**config.mk**
```make
export PLATFORM = sky130hd
export DESIGN_NAME = ttr_timers
export DESIGN_NICKNAME = d
export VERILOG_FILES = /design/src/ttr_pkg.sv /design/src/ttr_timers.sv /design/src/ttr_timer_unit.sv
export SDC_FILE = /design/constraint.sdc
export NUM_CORES = 1
export LEC_CHECK = 0
export ABC_AREA = 1
export BUFFER_PORTS_ARGS = -buffer_cell sky130_fd_sc_hd__clkbuf_2
export CAP_MARGIN = 20
export CORE_MARGIN = 2
export CORE_UTILIZATION = 50
export DETAILED_ROUTE_END_ITERATION = 8
export GPL_TIMING_DRIVEN = 0
export PLACE_DENSITY = 0.73
export SYNTH_ARGS = -nofsm -noshare
export SYNTH_HDL_FRONTEND = slang
export SYNTH_SLANG_ARGS = --single-unit
```
**constraint.sdc**
```tcl
create_clock -name clk -period 2.08 [get_ports clk]
set_input_delay 0.416 -clock clk [delete_from_list [all_inputs] [get_ports clk]]
set_output_delay 0.416 -clock clk [all_outputs]
set_load 0.05 [all_outputs]
```
**src/ttr_pkg.sv**
```systemverilog
// Constants, bus and state types for the three-timer register block.
// Assumes an Avalon-MM master with byte addresses and one 40 MHz clock.
package ttr_pkg;

	// Register indices; byte address is four times the index
	localparam logic [5:0] IDX_A_COUNT   = 6'h05;
	localparam logic [5:0] IDX_B_LOW     = 6'h06;
	localparam logic [5:0] IDX_B_HIGH    = 6'h07;
	localparam logic [5:0] IDX_A_CTRL    = 6'h08;
	localparam logic [5:0] IDX_BC_CTRL   = 6'h09;
	localparam logic [5:0] IDX_CARRIER   = 6'h0A;
	localparam logic [5:0] IDX_STATUS    = 6'h0F;
	localparam logic [5:0] IDX_C_COUNT   = 6'h18;
	localparam logic [5:0] IDX_MASK      = 6'h1F;

	// Field positions
	localparam int BIT_A_RUN      = 2;
	localparam int BIT_B_WIDE     = 7;
	localparam int BIT_B_RUN      = 6;
	localparam int BIT_C_RUN      = 2;
	localparam int BIT_C_SCALE_EN = 7;
	localparam int C_SCALE_LSB    = 4;
	localparam int BIT_IRE        = 3;
	localparam int BIT_HF         = 2;
	localparam int BIT_IRQ_C      = 5;
	localparam int BIT_IRQ_B      = 4;
	localparam int BIT_IRQ_A      = 3;

	// Values after reset
	localparam logic [7:0]  RST_BYTE  = 8'h00;
	localparam logic [15:0] RST_WORD  = 16'h0000;
	localparam logic [31:0] RST_RDATA = 32'h0000_0000;

	// Bit masks of implemented fields
	localparam logic [7:0] A_CTRL_MASK  = 8'h04;
	localparam logic [7:0] BC_CTRL_MASK = 8'hC4;
	localparam logic [7:0] IRQ_MASK     = 8'h38;

	typedef struct packed {
		logic        read;
		logic        write;
		logic [7:0]  address;
		logic [31:0] writedata;
	} ttr_avs_req_t;

	typedef struct packed {
		logic [15:0] count;
		logic [15:0] preset;
	} ttr_unit_state_t;

	typedef struct packed {
		logic [7:0]  a_ctrl;
		logic [7:0]  bc_ctrl;
		logic [7:0]  carrier_ctrl;
		logic [7:0]  mask;
		logic [7:0]  status;
		logic [7:0]  presc;
		logic        carrier;
		logic        irq;
		logic        waitrequest;
		logic [31:0] readdata;
	} ttr_top_state_t;

endpackage : ttr_pkg

```
**src/ttr_timers.sv**
```systemverilog
// Three timers counting up, timer C prescaled and counting down in carrier mode, on Avalon-MM.
// Assumes a synchronous active-high reset and a master that holds its
// request until waitrequest is seen low.
//
// Functional notes
// - Carrier register bits 7..4 hold scale enable, code
// - Mask bits 5,4,3 enable C,B,A interrupts
// - Status bits 5,4,3 flag C,B,A; bit 2 zero
// - Timer B upper byte is own register
// - Count up, reload preset at wrap, set flag
// - Wide enable selects 16-bit, else 8-bit timer B
// - HF and infrared set: timer C makes carrier
//
// Our own choice: the Avalon-MM register port.
`timescale 1ns/100ps
module ttr_timers (
	input  wire logic                  clk,
	input  wire logic                  rst,
	input  wire ttr_pkg::ttr_avs_req_t avs_req,
	output logic                       avs_waitrequest,
	output logic                [31:0] avs_readdata,
	output logic                       irq,
	output logic                       carrier_wave
);
	import ttr_pkg::*;

	ttr_top_state_t q;
	ttr_top_state_t next_q;

	logic [5:0]  idx;
	logic        req;
	logic        accept;
	logic        wr_acc;
	logic [7:0]  wbyte;
	logic [7:0]  rbyte;
	logic        carrier_mode;
	logic [7:0]  presc_last;
	logic        tick_c;
	logic [15:0] a_count;
	logic [15:0] b_count;
	logic [15:0] c_count;
	logic [15:0] c_preset;
	logic        wrap_a;
	logic        wrap_b;
	logic        wrap_c;
	logic [7:0]  events;

	always_comb begin
		idx    = avs_req.address[7:2];
		req    = avs_req.read || avs_req.write;
		accept = req && !q.waitrequest;
		wr_acc = accept && avs_req.write;
		wbyte  = avs_req.writedata[7:0];
		carrier_mode = q.carrier_ctrl[BIT_HF] && q.carrier_ctrl[BIT_IRE];
		// Scale code n divides by 2^(n+1); off means every clock
		if (q.carrier_ctrl[BIT_C_SCALE_EN]) begin
			presc_last = 8'((9'h002 << q.carrier_ctrl[C_SCALE_LSB +: 3]) - 9'h001);
		end else begin
			presc_last = 8'h00;
		end
		tick_c = q.bc_ctrl[BIT_C_RUN] && (q.presc == presc_last);
	end

	ttr_timer_unit u_timer_a (
		.clk       (clk),
		.rst       (rst),
		.tick      (1'b1),
		.run       (q.a_ctrl[BIT_A_RUN]),
		.wide      (1'b0),
		.down      (1'b0),
		.load_lo   (wr_acc && (idx == IDX_A_COUNT)),
		.load_hi   (1'b0),
		.load_data (wbyte),
		.count     (a_count),
		.preset    (),
		.wrap      (wrap_a)
	);

	ttr_timer_unit u_timer_b (
		.clk       (clk),
		.rst       (rst),
		.tick      (1'b1),
		.run       (q.bc_ctrl[BIT_B_RUN]),
		.wide      (q.bc_ctrl[BIT_B_WIDE]),
		.down      (1'b0),
		.load_lo   (wr_acc && (idx == IDX_B_LOW)),
		.load_hi   (wr_acc && (idx == IDX_B_HIGH)),
		.load_data (wbyte),
		.count     (b_count),
		.preset    (),
		.wrap      (wrap_b)
	);

	// Carrier mode counts down so half period is (1 + preset) x scale
	ttr_timer_unit u_timer_c (
		.clk       (clk),
		.rst       (rst),
		.tick      (tick_c),
		.run       (q.bc_ctrl[BIT_C_RUN]),
		.wide      (1'b0),
		.down      (carrier_mode),
		.load_lo   (wr_acc && (idx == IDX_C_COUNT)),
		.load_hi   (1'b0),
		.load_data (wbyte),
		.count     (c_count),
		.preset    (c_preset),
		.wrap      (wrap_c)
	);

	always_comb begin
		events = RST_BYTE;
		events[BIT_IRQ_A] = wrap_a;
		events[BIT_IRQ_B] = wrap_b;
		// Carrier wraps are waveform edges, not timer events
		events[BIT_IRQ_C] = wrap_c && !carrier_mode;

		unique case (idx)
			IDX_A_COUNT: rbyte = a_count[7:0];
			IDX_B_LOW:   rbyte = b_count[7:0];
			IDX_B_HIGH:  rbyte = b_count[15:8];
			IDX_A_CTRL:  rbyte = q.a_ctrl;
			IDX_BC_CTRL: rbyte = q.bc_ctrl;
			IDX_CARRIER: rbyte = q.carrier_ctrl;
			IDX_STATUS:  rbyte = q.status;
			IDX_C_COUNT: rbyte = carrier_mode ? c_preset[7:0] : c_count[7:0];
			IDX_MASK:    rbyte = q.mask;
			default:     rbyte = RST_BYTE;
		endcase
	end

	always_comb begin
		next_q = q;
		// One wait state: data are captured, then the request is taken
		next_q.waitrequest = !(req && q.waitrequest);
		if (avs_req.read && q.waitrequest) begin
			next_q.readdata = {24'h00_0000, rbyte};
		end

		if (wr_acc) begin
			unique case (idx)
				IDX_A_CTRL:  next_q.a_ctrl       = wbyte & A_CTRL_MASK;
				IDX_BC_CTRL: next_q.bc_ctrl      = wbyte & BC_CTRL_MASK;
				IDX_CARRIER: next_q.carrier_ctrl = wbyte;
				IDX_MASK:    next_q.mask         = wbyte & IRQ_MASK;
				default:     next_q.mask         = q.mask;
			endcase
		end

		// Clear only what the reader saw; a new event still sets the flag
		if (accept && avs_req.read && (idx == IDX_STATUS)) begin
			next_q.status = q.status & ~q.readdata[7:0];
		end
		next_q.status = (next_q.status | events) & IRQ_MASK;

		if (!q.bc_ctrl[BIT_C_RUN] || tick_c) begin
			next_q.presc = RST_BYTE;
		end else begin
			next_q.presc = q.presc + 8'h01;
		end

		if (!carrier_mode) begin
			next_q.carrier = 1'b0;
		end else if (wrap_c) begin
			next_q.carrier = !q.carrier;
		end

		next_q.irq = |(next_q.status & q.mask);
	end

	always_ff @(posedge clk) begin
		if (rst) begin
			q <= '{a_ctrl: RST_BYTE, bc_ctrl: RST_BYTE, carrier_ctrl: RST_BYTE,
			       mask: RST_BYTE, status: RST_BYTE, presc: RST_BYTE,
			       carrier: 1'b0, irq: 1'b0, waitrequest: 1'b1,
			       readdata: RST_RDATA};
		end else begin
			q <= next_q;
		end
	end

	assign avs_waitrequest = q.waitrequest;
	assign avs_readdata    = q.readdata;
	assign irq             = q.irq;
	assign carrier_wave    = q.carrier;

endmodule : ttr_timers

```
**src/ttr_timer_unit.sv**
```systemverilog
// One reloading timer of up to 16 bits with byte-wise load.
// Assumes tick, run and loads come from the owning block's clock domain.
`timescale 1ns/100ps
module ttr_timer_unit (
	input  wire logic        clk,
	input  wire logic        rst,
	input  wire logic        tick,
	input  wire logic        run,
	input  wire logic        wide,
	input  wire logic        down,
	input  wire logic        load_lo,
	input  wire logic        load_hi,
	input  wire logic [7:0]  load_data,
	output logic      [15:0] count,
	output logic      [15:0] preset,
	output logic             wrap
);
	import ttr_pkg::*;

	ttr_unit_state_t q;
	ttr_unit_state_t next_q;
	logic            terminal;

	always_comb begin
		next_q = q;
		// Narrow mode counts and wraps on the low byte; the upper byte holds
		if (down) begin
			terminal = wide ? (q.count == 16'h0000) : (q.count[7:0] == 8'h00);
		end else begin
			terminal = wide ? (q.count == 16'hFFFF) : (q.count[7:0] == 8'hFF);
		end
		wrap = tick && run && terminal;
		if (tick && run) begin
			if (terminal) begin
				next_q.count = wide ? q.preset : {q.count[15:8], q.preset[7:0]};
			end else if (wide) begin
				next_q.count = down ? q.count - 16'h0001 : q.count + 16'h0001;
			end else begin
				next_q.count[7:0] = down ? q.count[7:0] - 8'h01 : q.count[7:0] + 8'h01;
			end
		end
		// A write loads preset and live count together
		if (load_lo) begin
			next_q.count[7:0]  = load_data;
			next_q.preset[7:0] = load_data;
		end
		if (load_hi) begin
			next_q.count[15:8]  = load_data;
			next_q.preset[15:8] = load_data;
		end
	end

	always_ff @(posedge clk) begin
		if (rst) begin
			q <= '{count: RST_WORD, preset: RST_WORD};
		end else begin
			q <= next_q;
		end
	end

	assign count  = q.count;
	assign preset = q.preset;

endmodule : ttr_timer_unit

```
======== Word level (Yosys, flattened, before mapping) ========
Index checks and enable logic that the tools add are counted.
word-level totals
  bits in registers ....................... 101
  word-level logic and storage cells ...... 103
operators by class
  bitwise logic cells ..................... 5
  mux-type cells .......................... 20
  equal/unequal tests ..................... 14
  reduce and logical (&&, ||, !) cells .... 38
  shifts and indexed selects .............. 1
  $add $sub $neg .......................... 7
operator list
  cell                     number
  $mux W8                  13
  $pmux W8 S9              1
  $mux W16                 3
  $add A8 B1 Y8 const B    4
  $eq A6 B4 Y1 const B     4
  $eq A8 B8 Y1 const B     3
  $eq A6 B3 Y1 const B     3
  $logic_and A1 B1 Y1      17
  $add A16 B1 Y16 const B  1
  $eq A16 B16 Y1 const B   1
  $sub A8 B1 Y8 const B    2
  $and A6 B6 Y6            2
  $eq A6 B5 Y1 const B     2
  $reduce_and A2 Y1        5
  $reduce_bool A2 Y1       5
  $eq A8 B8 Y1             1
  $logic_not A8 Y1         1
  $reduce_or A8 Y1         1
  $shl A2 B3 Y8 const A    1
  $mux W6                  1
  $not A6 Y6               1
  $or A6 B6 Y6             1
  $logic_not A1 Y1         5
  $reduce_or A2 Y1         2
  other kinds (3)          5

======== Longest topological paths before layout ========
Gate-level depths: netlist of the first run.
  word-level depth ........................ 11
  gate-level depth with buffers ........... 13
  depth with buffers taken out ............ 13

======== Hierarchy ========
A second synthesis of the first run with hierarchy kept.
second synthesis, totals
  cells, all modules ...................... 1731
  area total of the unflattened synthesis .. 10183.5 µm²
by module, submodules not included
  module                           times used  area each (µm²)  cells each  sequential area each (µm²)
  ttr_timer_unit at u_timer_b ...  2           2531.2           436         640.6
  ttr_timers                       1           2595.0           427         740.7
  ttr_timer_unit at u_timer_a      1           2526.2           432         640.6

======== Worst setup path after synthesis of the first run ========
No wires, ideal clock.
  path type ............................... reg-to-reg
  start point ............................. register q, in the netlist avs_waitrequest
  end point ............................... register u_timer_c.q, in the netlist u_timer_c.count[5]
  arrival ................................. 1.718 ns
  setup time .............................. 0.067 ns
  setup slack ............................. 0.295 ns
  data required time ...................... 2.013 ns
  buffers on the path ..................... 1
  clock period less this slack ............ 1.785 ns
  cell stages (with the launch flop) ...... 8
  path through ............................ dfxtp_1 -> nor2_2 -> inv_2 -> nor2_4 -> inv_2 -> clkbuf_1 -> nand3_1 -> a21oi_2
between the ends
  cells in the longest elaborated chain, start to end .. 5
  elaborated cells on any way between the ends .. 6
RTL lines
  item                                                  line                  text
  start: declaration                                    ttr_timers.sv:27      ttr_top_state_t q;
  start signal: assignment                              ttr_timers.sv:172     q <= '{a_ctrl: RST_BYTE, bc_ctrl: RST_BYTE, carrier_ctrl: RST_BYTE,
  start signal: assignment                              ttr_timers.sv:177     q <= next_q;
  $logic_not A1 Y1 (*)                                  ttr_timers.sv:51      accept = req && !q.waitrequest;
  $logic_and A1 B1 Y1 (*)                               ttr_timers.sv:51
  $logic_and A1 B1 Y1 (*)                               ttr_timers.sv:52      wr_acc = accept && avs_req.write;
  $logic_and A1 B1 Y1 (*)                               ttr_timers.sv:102     .load_lo (wr_acc && (idx == IDX_C_COUNT)),
  $mux W8 / $reduce_bool A2 Y1 (equally long branches)  n/a
  end signal: assignment                                ttr_timer_unit.sv:55  q <= '{count: RST_WORD, preset: RST_WORD};
  end signal: assignment                                ttr_timer_unit.sv:57  q <= next_q;
  end: declaration                                      ttr_timer_unit.sv:20  ttr_unit_state_t q;
Mark *: on every way between the ends. The rest lies on a longest branch, timed or not.
A chain may end at the register's enable or synchronous reset.

======== Final worst setup path of the first run ========
  start point ............................. register q[62] in the netlist's numbering
  end point ............................... register u_timer_c.q, in the netlist u_timer_c.count[7]
between the ends
  cells in the longest elaborated chain, start to end .. 5
  elaborated cells on any way between the ends .. 6
RTL lines
  item                                       line                                        text
  $logic_and A1 B1 Y1 (*)                    ttr_timers.sv:54                            carrier_mode = q.carrier_ctrl[BIT_HF] && q.carrier_ctrl[BIT_IRE];
  $mux W8 / $mux W1 (equally long branches)  ttr_timer_unit.sv:39, ttr_timer_unit.sv:27
  $mux W8 (*)                                ttr_timer_unit.sv:34                        if (terminal) begin
  $mux W8 (*)                                ttr_timer_unit.sv:33                        if (tick && run) begin
  $mux W8 (*)                                ttr_timer_unit.sv:43                        if (load_lo) begin
Mark *: on every way between the ends. The rest lies on a longest branch, timed or not. The select of a mux whose other input is x is not followed.

==> summary.txt, run 1 <==
Status
  – Status: complete, no violations

Timing
  – Setup_tns: 0 ns
  – Clk_skew: between 0.006 and 0.007 ns
  – Final Cycle Share: a little over 90%
  – Slew headroom: roughly half
  – Final setup viols: 0
  – Worst hold slack: 0.283 ns
  – Final setup margin: 0.146 ns
  – Tightest Pin Transition: around 0.76 ns
  – Maximum clock rate: 517 MHz
  – Hold Violations, Final: 0
  – Final Max Slew Viols: 0
  – Min Clock Period, post-route: between 1.5 and 2 ns

Drt
  – Antenna Nets Post-Route: 0
  – Max Used Layer: met4
  – Drt wl/cell: between 10 and 15 um
  – Vias: just over 6000
  – Final wirelength: about 17000 um
  – WL met1: approximately 7800 um
  – Initial DRC count: 550
  – Via-to-Cell Ratio: around 5.3
  – Met3 WL post-DR: 1530 um
  – DRC viols: 0
  – Pre-antenna DRT Iters: 5
  – Routed wl met2: about 7000 um

Global routing
  – Pin count of the biggest net entering global routing: 18
  – Vias in the first global route: around 5300
  – Initial antenna violation count: 0
  – Grt ovf: 0
  – Total track usage: between 20% and 30%
  – First-pass GRT wire length: between 20000 and 30000 um

Pwr
  – Sw Ratio: between 20% and 30%
  – Sw Pwr: 1.03 mW
  – Clock power share: 45.7%
  – Peak VDD IR: 389 uV
  – Pwr dens: a little under 600 nW/um2
  – Part of the power in registers: 47.5%
  – Lkg Pwr: between 2 and 3 nW
  – Comb power frac: just under 7%
  – P_int: between 3 and 4 mW

Floorplan
  – Core area: 11900 um2
  – Die X: 114 um
  – Die ar.: ~13000 um2
  – Row cnt: 40
  – Die Y-Extent: between 100 and 150 um
  – Starting Density: between 50 and 60%
  – # IOs: between 70 and 80

Placed design
  – Total placed cells including tap cells: roughly 1100
  – Dpl ws: -0.0994 ns
  – Post-DP HPWL: about 12000 um
  – PortBufs: 27
  – Routability congestion estimate: slightly below 1

Yosys
  – Ys flop type: dfxtp_1
  – Register bit count reported by yosys: 101
  – Synth cell count leaders: nand2_1 (267), inv_1 (103), dfxtp_1 (101)
  – Cell variety after synth: just over 40
  – Ys async rst share: 0%
  – EDFF count, synth: 0
  – Synth Warn #: 0
  – Synthesized netlist cell count: between 900 and 1000
  – Leading area contributor after synthesis: dfxtp_1
  – Count leader, synth: nand2_1
  – Dominant cells by area after synthesis: dfxtp_1 (34%), nand2_1 (17%), a21oi_1 (6.6%), inv_1 (6.4%), nand3_1 (5.2%)
  – Synth top area share: 33.6%
  – Register area share after synthesis: roughly 34%
  – Synth Area per Inst: ~6.5 um2
  – Mapped Area: between 6000 and 7000 um2

Critical path
  – CP Cell Sequence: nand2_4, clkinvlp_4, buf_12, ha_4, nand2_1, inv_1, a21oi_2, nand2_1, nand2_1, nand3_1, nand3_1, nand2_1, nand2_1, a21oi_1
  – Crit. End Element: register
  – Setup CP Type: reg2reg
  – Critical path's top delay family: simple AND/OR/NAND/NOR gates
  – Bufs and invs on worst path: 3
  – Top cell by count, worst path: nand2_1
  – Worst endpoint required time: between 2 and 2.5 ns
  – Crit start category: register
  – Critical Path Fanout Max: 6
  – Max incr delay on CP: roughly 0.35 ns
  – Critical path's slowest cell: dfxtp_2
  – CP arrival: 2.15 ns

Clock network
  – Max Root-Sink Buffers: 2
  – Worst-skew pair later-pin latency: 0.36 ns
  – Root Driver: clkbuf_16
  – Clock sink count: approximately 100
  – H-tree levels: 3
  – CTS Buf Count: 9
  – TritonCTS clock tree: built
  – Hold Buf Count CTS: 0
  – Worst-path clk slew: approximately 0.070 ns

Finish
  – Share of cells above drive strength 1: 14.1%
  – Area grow syn2layout: 14.5%
  – Util after Layout: between 50% and 60%
  – Post-Layout Cell Count: roughly 1100
  – # diodes: 0
  – Final #Nets: around 1000

Run
  – Max Cap Viol: 0

Hold path
  – Hold crit path type: in2reg
## cells by family after synthesis
kind of cell,count (synthesis),share of synthesized area [%]
buffers and inverters,167,13.1
AOI/OAI and AO/OA,181,16.8
adders and majority gates,10,2.20
DFF,101,33.6
other,1,0.0623
xor gates and xnor gates,18,2.62
and+or+nand+nor,446,31.6
## cell type report
cell class,instances,area (um2)
tap,147,184
inverter,113,428
clock inverter,7,100
buffer,54,365
timing repair buffer,33,193
multi-input combinational,679,3370
fill,1165,4970
sequential,101,2030
clock buffer,9,225
## power by group through the flow
| stage | Clock [mW] | Sequential, mW | Combinational [mW] |
|---|---|---|---|
| 6_report | 1.87 | 1.94 | 0.280 |
| 3_5_place_dp | 0 | 1.99 | 0.274 |
| 2_1_floorplan | 0 | 1.99 | 0.196 |
| 4_1_cts | 1.88 | 1.94 | 0.275 |
| 3_3_place_gp | 0 | 1.99 | 0.274 |
| 5_1_grt | 1.96 | 1.94 | 0.294 |
## path summary, 6_finish.rpt
path,to,depth (start not counted),slack [ns],from
setup / recovery,u_timer_c.count[7],14,0.15,q[62]
hold reg to reg,u_timer_a.preset[1],2,0.46,u_timer_a.preset[1]
hold / removal,avs_waitrequest,2,0.28,avs_req[40]
setup reg to reg,u_timer_c.count[7],14,0.15,q[62]
## cells in the final DEF (no fill, tap or decap), drive strengths merged, types with 2 or more instances in the layout
master and count:
nand2 275, inv 112, dfxtp 101, a21oi 83, nor2 78, nand3 64
o21ai 61, clkbuf 49, buf 47, conb 24, xor2 14, nor3 14
nand4 13, ha 9, a31oi 8, o211ai 7, o22ai 5, a22oi 5
clkinv 5, xnor2 4, o2111ai 4, o21bai 2, o21a 2, bufinv 2
nand3b 2
## registers in the layout (all words and copies together) (netlist names)
signal            flops
irq                   1
u_timer_a.count       8
u_timer_b.preset     16
u_timer_c.count       8
u_timer_a.preset      8
avs_readdata          8
u_timer_b.count      16
carrier_wave          1
avs_waitrequest       1
u_timer_c.preset      8
q                    26
## per-layer routing
layer	vias to the layer above	global-route usage (%)
met3	35	4.30
met5	-	0
met4	0	9.51
met2	285	39.4
li1	3089	-
met1	2680	39.0
## per-stage QoR
stage,power (mW),instance area [um2]
final,4.09,6890
after global routing,4.20,6890
after CTS,4.09,6780
after detailed placement,2.26,6420
after global placement,2.26,6420
after floorplan,2.19,6100
## repair_timing
| action | 4_1_cts | 5_1_grt |
|---|---|---|
| pin swaps | 0 | 2 |
| buffers inserted | 2 | 4 |
| gates resized for setup | 3 | 17 |
| setup endpoints to repair | 4 | 21 |
Note: power is estimated with default switching activity, not from simulation.
==> inputs of run 2 (changes only) <==
--- a/config.mk
+++ b/config.mk
@@ -14,4 +14,5 @@
 export GPL_TIMING_DRIVEN = 0
 export PLACE_DENSITY = 0.73
+export RECOVER_POWER = 50
 export SYNTH_ARGS = -nofsm -noshare
 export SYNTH_HDL_FRONTEND = slang
==> constraint.sdc (replaced) <==
create_clock -name clk -period 2.08 [get_ports clk]
set_input_delay 0.104 -clock clk [delete_from_list [all_inputs] [get_ports clk]]
set_output_delay 0.104 -clock clk [all_outputs]
set_load 0.05 [all_outputs]
==> summary.txt, run 2 (synthesis gave the netlist of run 1 again) <==
Drt
  – Pre-antenna DRT Iters: 6 (was 5)
  – Drt wl/cell: 14.8 um (was 14.7 um)
  – Antenna Nets Post-Route: 0 (unchanged)
  – DRC viols: 0 (unchanged)
  – Via-to-Cell Ratio: 5.38 (was 5.33)
  – Vias: 6163 (was 6089)
  – Final wirelength: 16900 um (about the same)
  – Initial DRC count: 527 (was 550)

Finish
  – Most common cell after layout, fill and taps aside: nand2_1 (unchanged)
  – Most frequent cells in the layout: nand2_1 (267), inv_1 (103), dfxtp_1 (98), a21oi_1 (77), nor2_1 (67) (was nand2_1 (266), inv_1 (102), dfxtp_1 (98), a21oi_1 (77), nor2_1 (67))
  – Max reg flops: 26 (unchanged)
  – Util after Layout: 58.1% (about the same)
  – Final #Nets: 1047 (was 1045)
  – # diodes: 0 (unchanged)
  – Share of cells above drive strength 1: 12.6% (was 14.1%)
  – Top reg by flops: q (unchanged)
  – Area grow syn2layout: 14.6% (was 14.5%)

Pwr
  – Sw Pwr: 1.02 mW (was 1.03 mW)
  – Comb power frac: 6.9% (about the same)
  – Peak VDD IR: 391 uV (was 389 uV)
  – Pwr dens: 593 nW/um2 (about the same)
  – Lkg Pwr: 2.78 nW (was 2.81 nW)
  – P_int: 3.06 mW (about the same)
  – Clock power share: 45.6% (was 45.7%)
  – Sw Ratio: 25.1% (was 25.2%)
  – Design Power: 4.09 mW (about the same)
  – Part of the power in registers: 47.5% (about the same)

Clock network
  – H-tree levels: 3 (unchanged)
  – Worst-skew pair later-pin latency: 0.36 ns (about the same)
  – Max Root-Sink Buffers: 2 (unchanged)
  – Root Driver: clkbuf_16 (unchanged)
  – Clock sink count: 101 (unchanged)
  – Worst-path clk slew: 0.07 ns (about the same)
  – CTS Buf Count: 9 (unchanged)
  – TritonCTS clock tree: built (unchanged)

Global routing
  – Pin count of the biggest net entering global routing: 18 (unchanged)
  – First-pass GRT wire length: 27100 um (about the same)
  – Grt ovf: 0 (unchanged)
  – Initial antenna violation count: 0 (unchanged)
  – Vias in the first global route: 5299 (was 5287)
  – Total track usage: 26.6% (about the same)

Critical path
  – Worst endpoint required time: 2.36 ns (was 2.30 ns)
  – Crit start category: register (unchanged)
  – R2R Setup Slk: 0.14 ns (was 0.15 ns)
  – Crit. End Element: register (unchanged)
  – Critical Path Fanout Max: 10 (was 6)
  – CP arrival: 2.22 ns (was 2.15 ns)
  – Setup CP Type: reg2reg (unchanged)

Hold path
  – Hold crit path type: in2reg (unchanged)

Floorplan
  – Row cnt: 40 (unchanged)
  – # IOs: 79 (unchanged)
  – Die ar.: 12900 um2 (unchanged)
  – Die X: 114 um (unchanged)
  – Starting Density: 50.7% (unchanged)
  – Core area: 11900 um2 (unchanged)
  – Die Y-Extent: 114 um (unchanged)

Placed design
  – Post-DP HPWL: 12200 um (unchanged)
  – Routability congestion estimate: 0.973 (unchanged)
  – PortBufs: 27 (unchanged)

Timing
  – Tightest Pin Transition: 0.723 ns (was 0.762 ns)
  – Hold Violations, Final: 0 (unchanged)
  – Slew headroom: 51.8% (was 49.2%)
  – Final setup viols: 0 (unchanged)
  – Final Max Slew Viols: 0 (unchanged)
  – Clk_skew: 0.00692 ns (was 0.00638 ns)
  – Min Clock Period, post-route: 1.94 ns (was 1.93 ns)
  – Maximum clock rate: 517 MHz (about the same)
  – Final Cycle Share: 93.0% (about the same)

Status
  – Status: complete, no violations (unchanged)

Run
  – Max Cap Viol: 0 (unchanged)
[run 2: cell types whose count changed in the layout (fill, tap and decap cells not counted), sizes merged]
cell and change:
dlygate4sd3 +2
[run 2: worst paths after layout]
path,from,end,cells after the start
max,u_timer_b.count[1],u_timer_b.count[11],10
min,avs_req[1],q[60],3
max reg2reg,u_timer_b.count[1],u_timer_b.count[11],10
min reg2reg,u_timer_b.preset[4],u_timer_b.preset[4],2
[run 2: power groups by stage]
stage / Combinational [mW] / Clock [mW] / Sequential [mW]
2_1_floorplan: 0.196 / 0 / 1.99
3_3_place_gp: 0.274 / 0 / 1.99
3_5_place_dp: 0.274 / 0 / 1.99
4_1_cts: 0.278 / 1.88 / 1.94
5_1_grt: 0.297 / 1.96 / 1.94
6_report: 0.283 / 1.86 / 1.94
[run 2: metal layers]
| layer | GRT usage (%) | vias to the layer above | routed length, um |
|---|---|---|---|
| li1 | - | 3094 | - |
| met1 | 39.0 | 2759 | 7760 |
| met2 | 39.4 | 277 | 7160 |
| met3 | 4.30 | 33 | 1560 |
| met4 | 9.51 | 0 | 431 |
| met5 | 0 | - | 0 |
[run 2: layout make-up]
cell class              count  area [um2]
clock inverters             7         100
clock buffers               9         225
flip-flops and latches    101        2030
multi-input cells         679        3370
fillers                  1173        4970
inverters                 113         428
repair buffers             35         198
well taps                 147         184
plain buffers              54         365
[run 2: repair_timing]
| action | in CTS | in global routing |
|---|---|---|
| hold endpoints to repair | 1 | 0 |
| setup endpoints to repair | 4 | 21 |
| gates resized for setup | 3 | 17 |
| hold buffers | 2 | 0 |
| buffers inserted | 2 | 4 |
| pin swaps | 0 | 2 |
[run 2: metrics by stage]
stage	cell area [um2]	setup slack [ns]	setup TNS [ns]	cells	hold slack, ns
2_1_floorplan	6100	0.295	0	947	0.220
3_3_place_gp	6420	-0.0927	-0.230	1121	0.341
3_5_place_dp	6420	-0.0994	-0.240	1121	0.339
4_1_cts	6800	0.0107	0	1141	0.105
5_1_grt	6890	-0.0287	-0.0287	1145	0.123
6_report	6890	0.145	0	1145	0.114
[run 2: worst max-delay path: stages (launching register included)]
cell and delay (ns):
dfxtp_1 0.40, ha_1 0.23, nand3_2 0.12, nor2_2 0.15, nand3b_2 0.15, a21oi_4 0.21
buf_6 0.18, nand2_1 0.07, nand2_1 0.08, nand3_1 0.10, a21oi_1 0.14
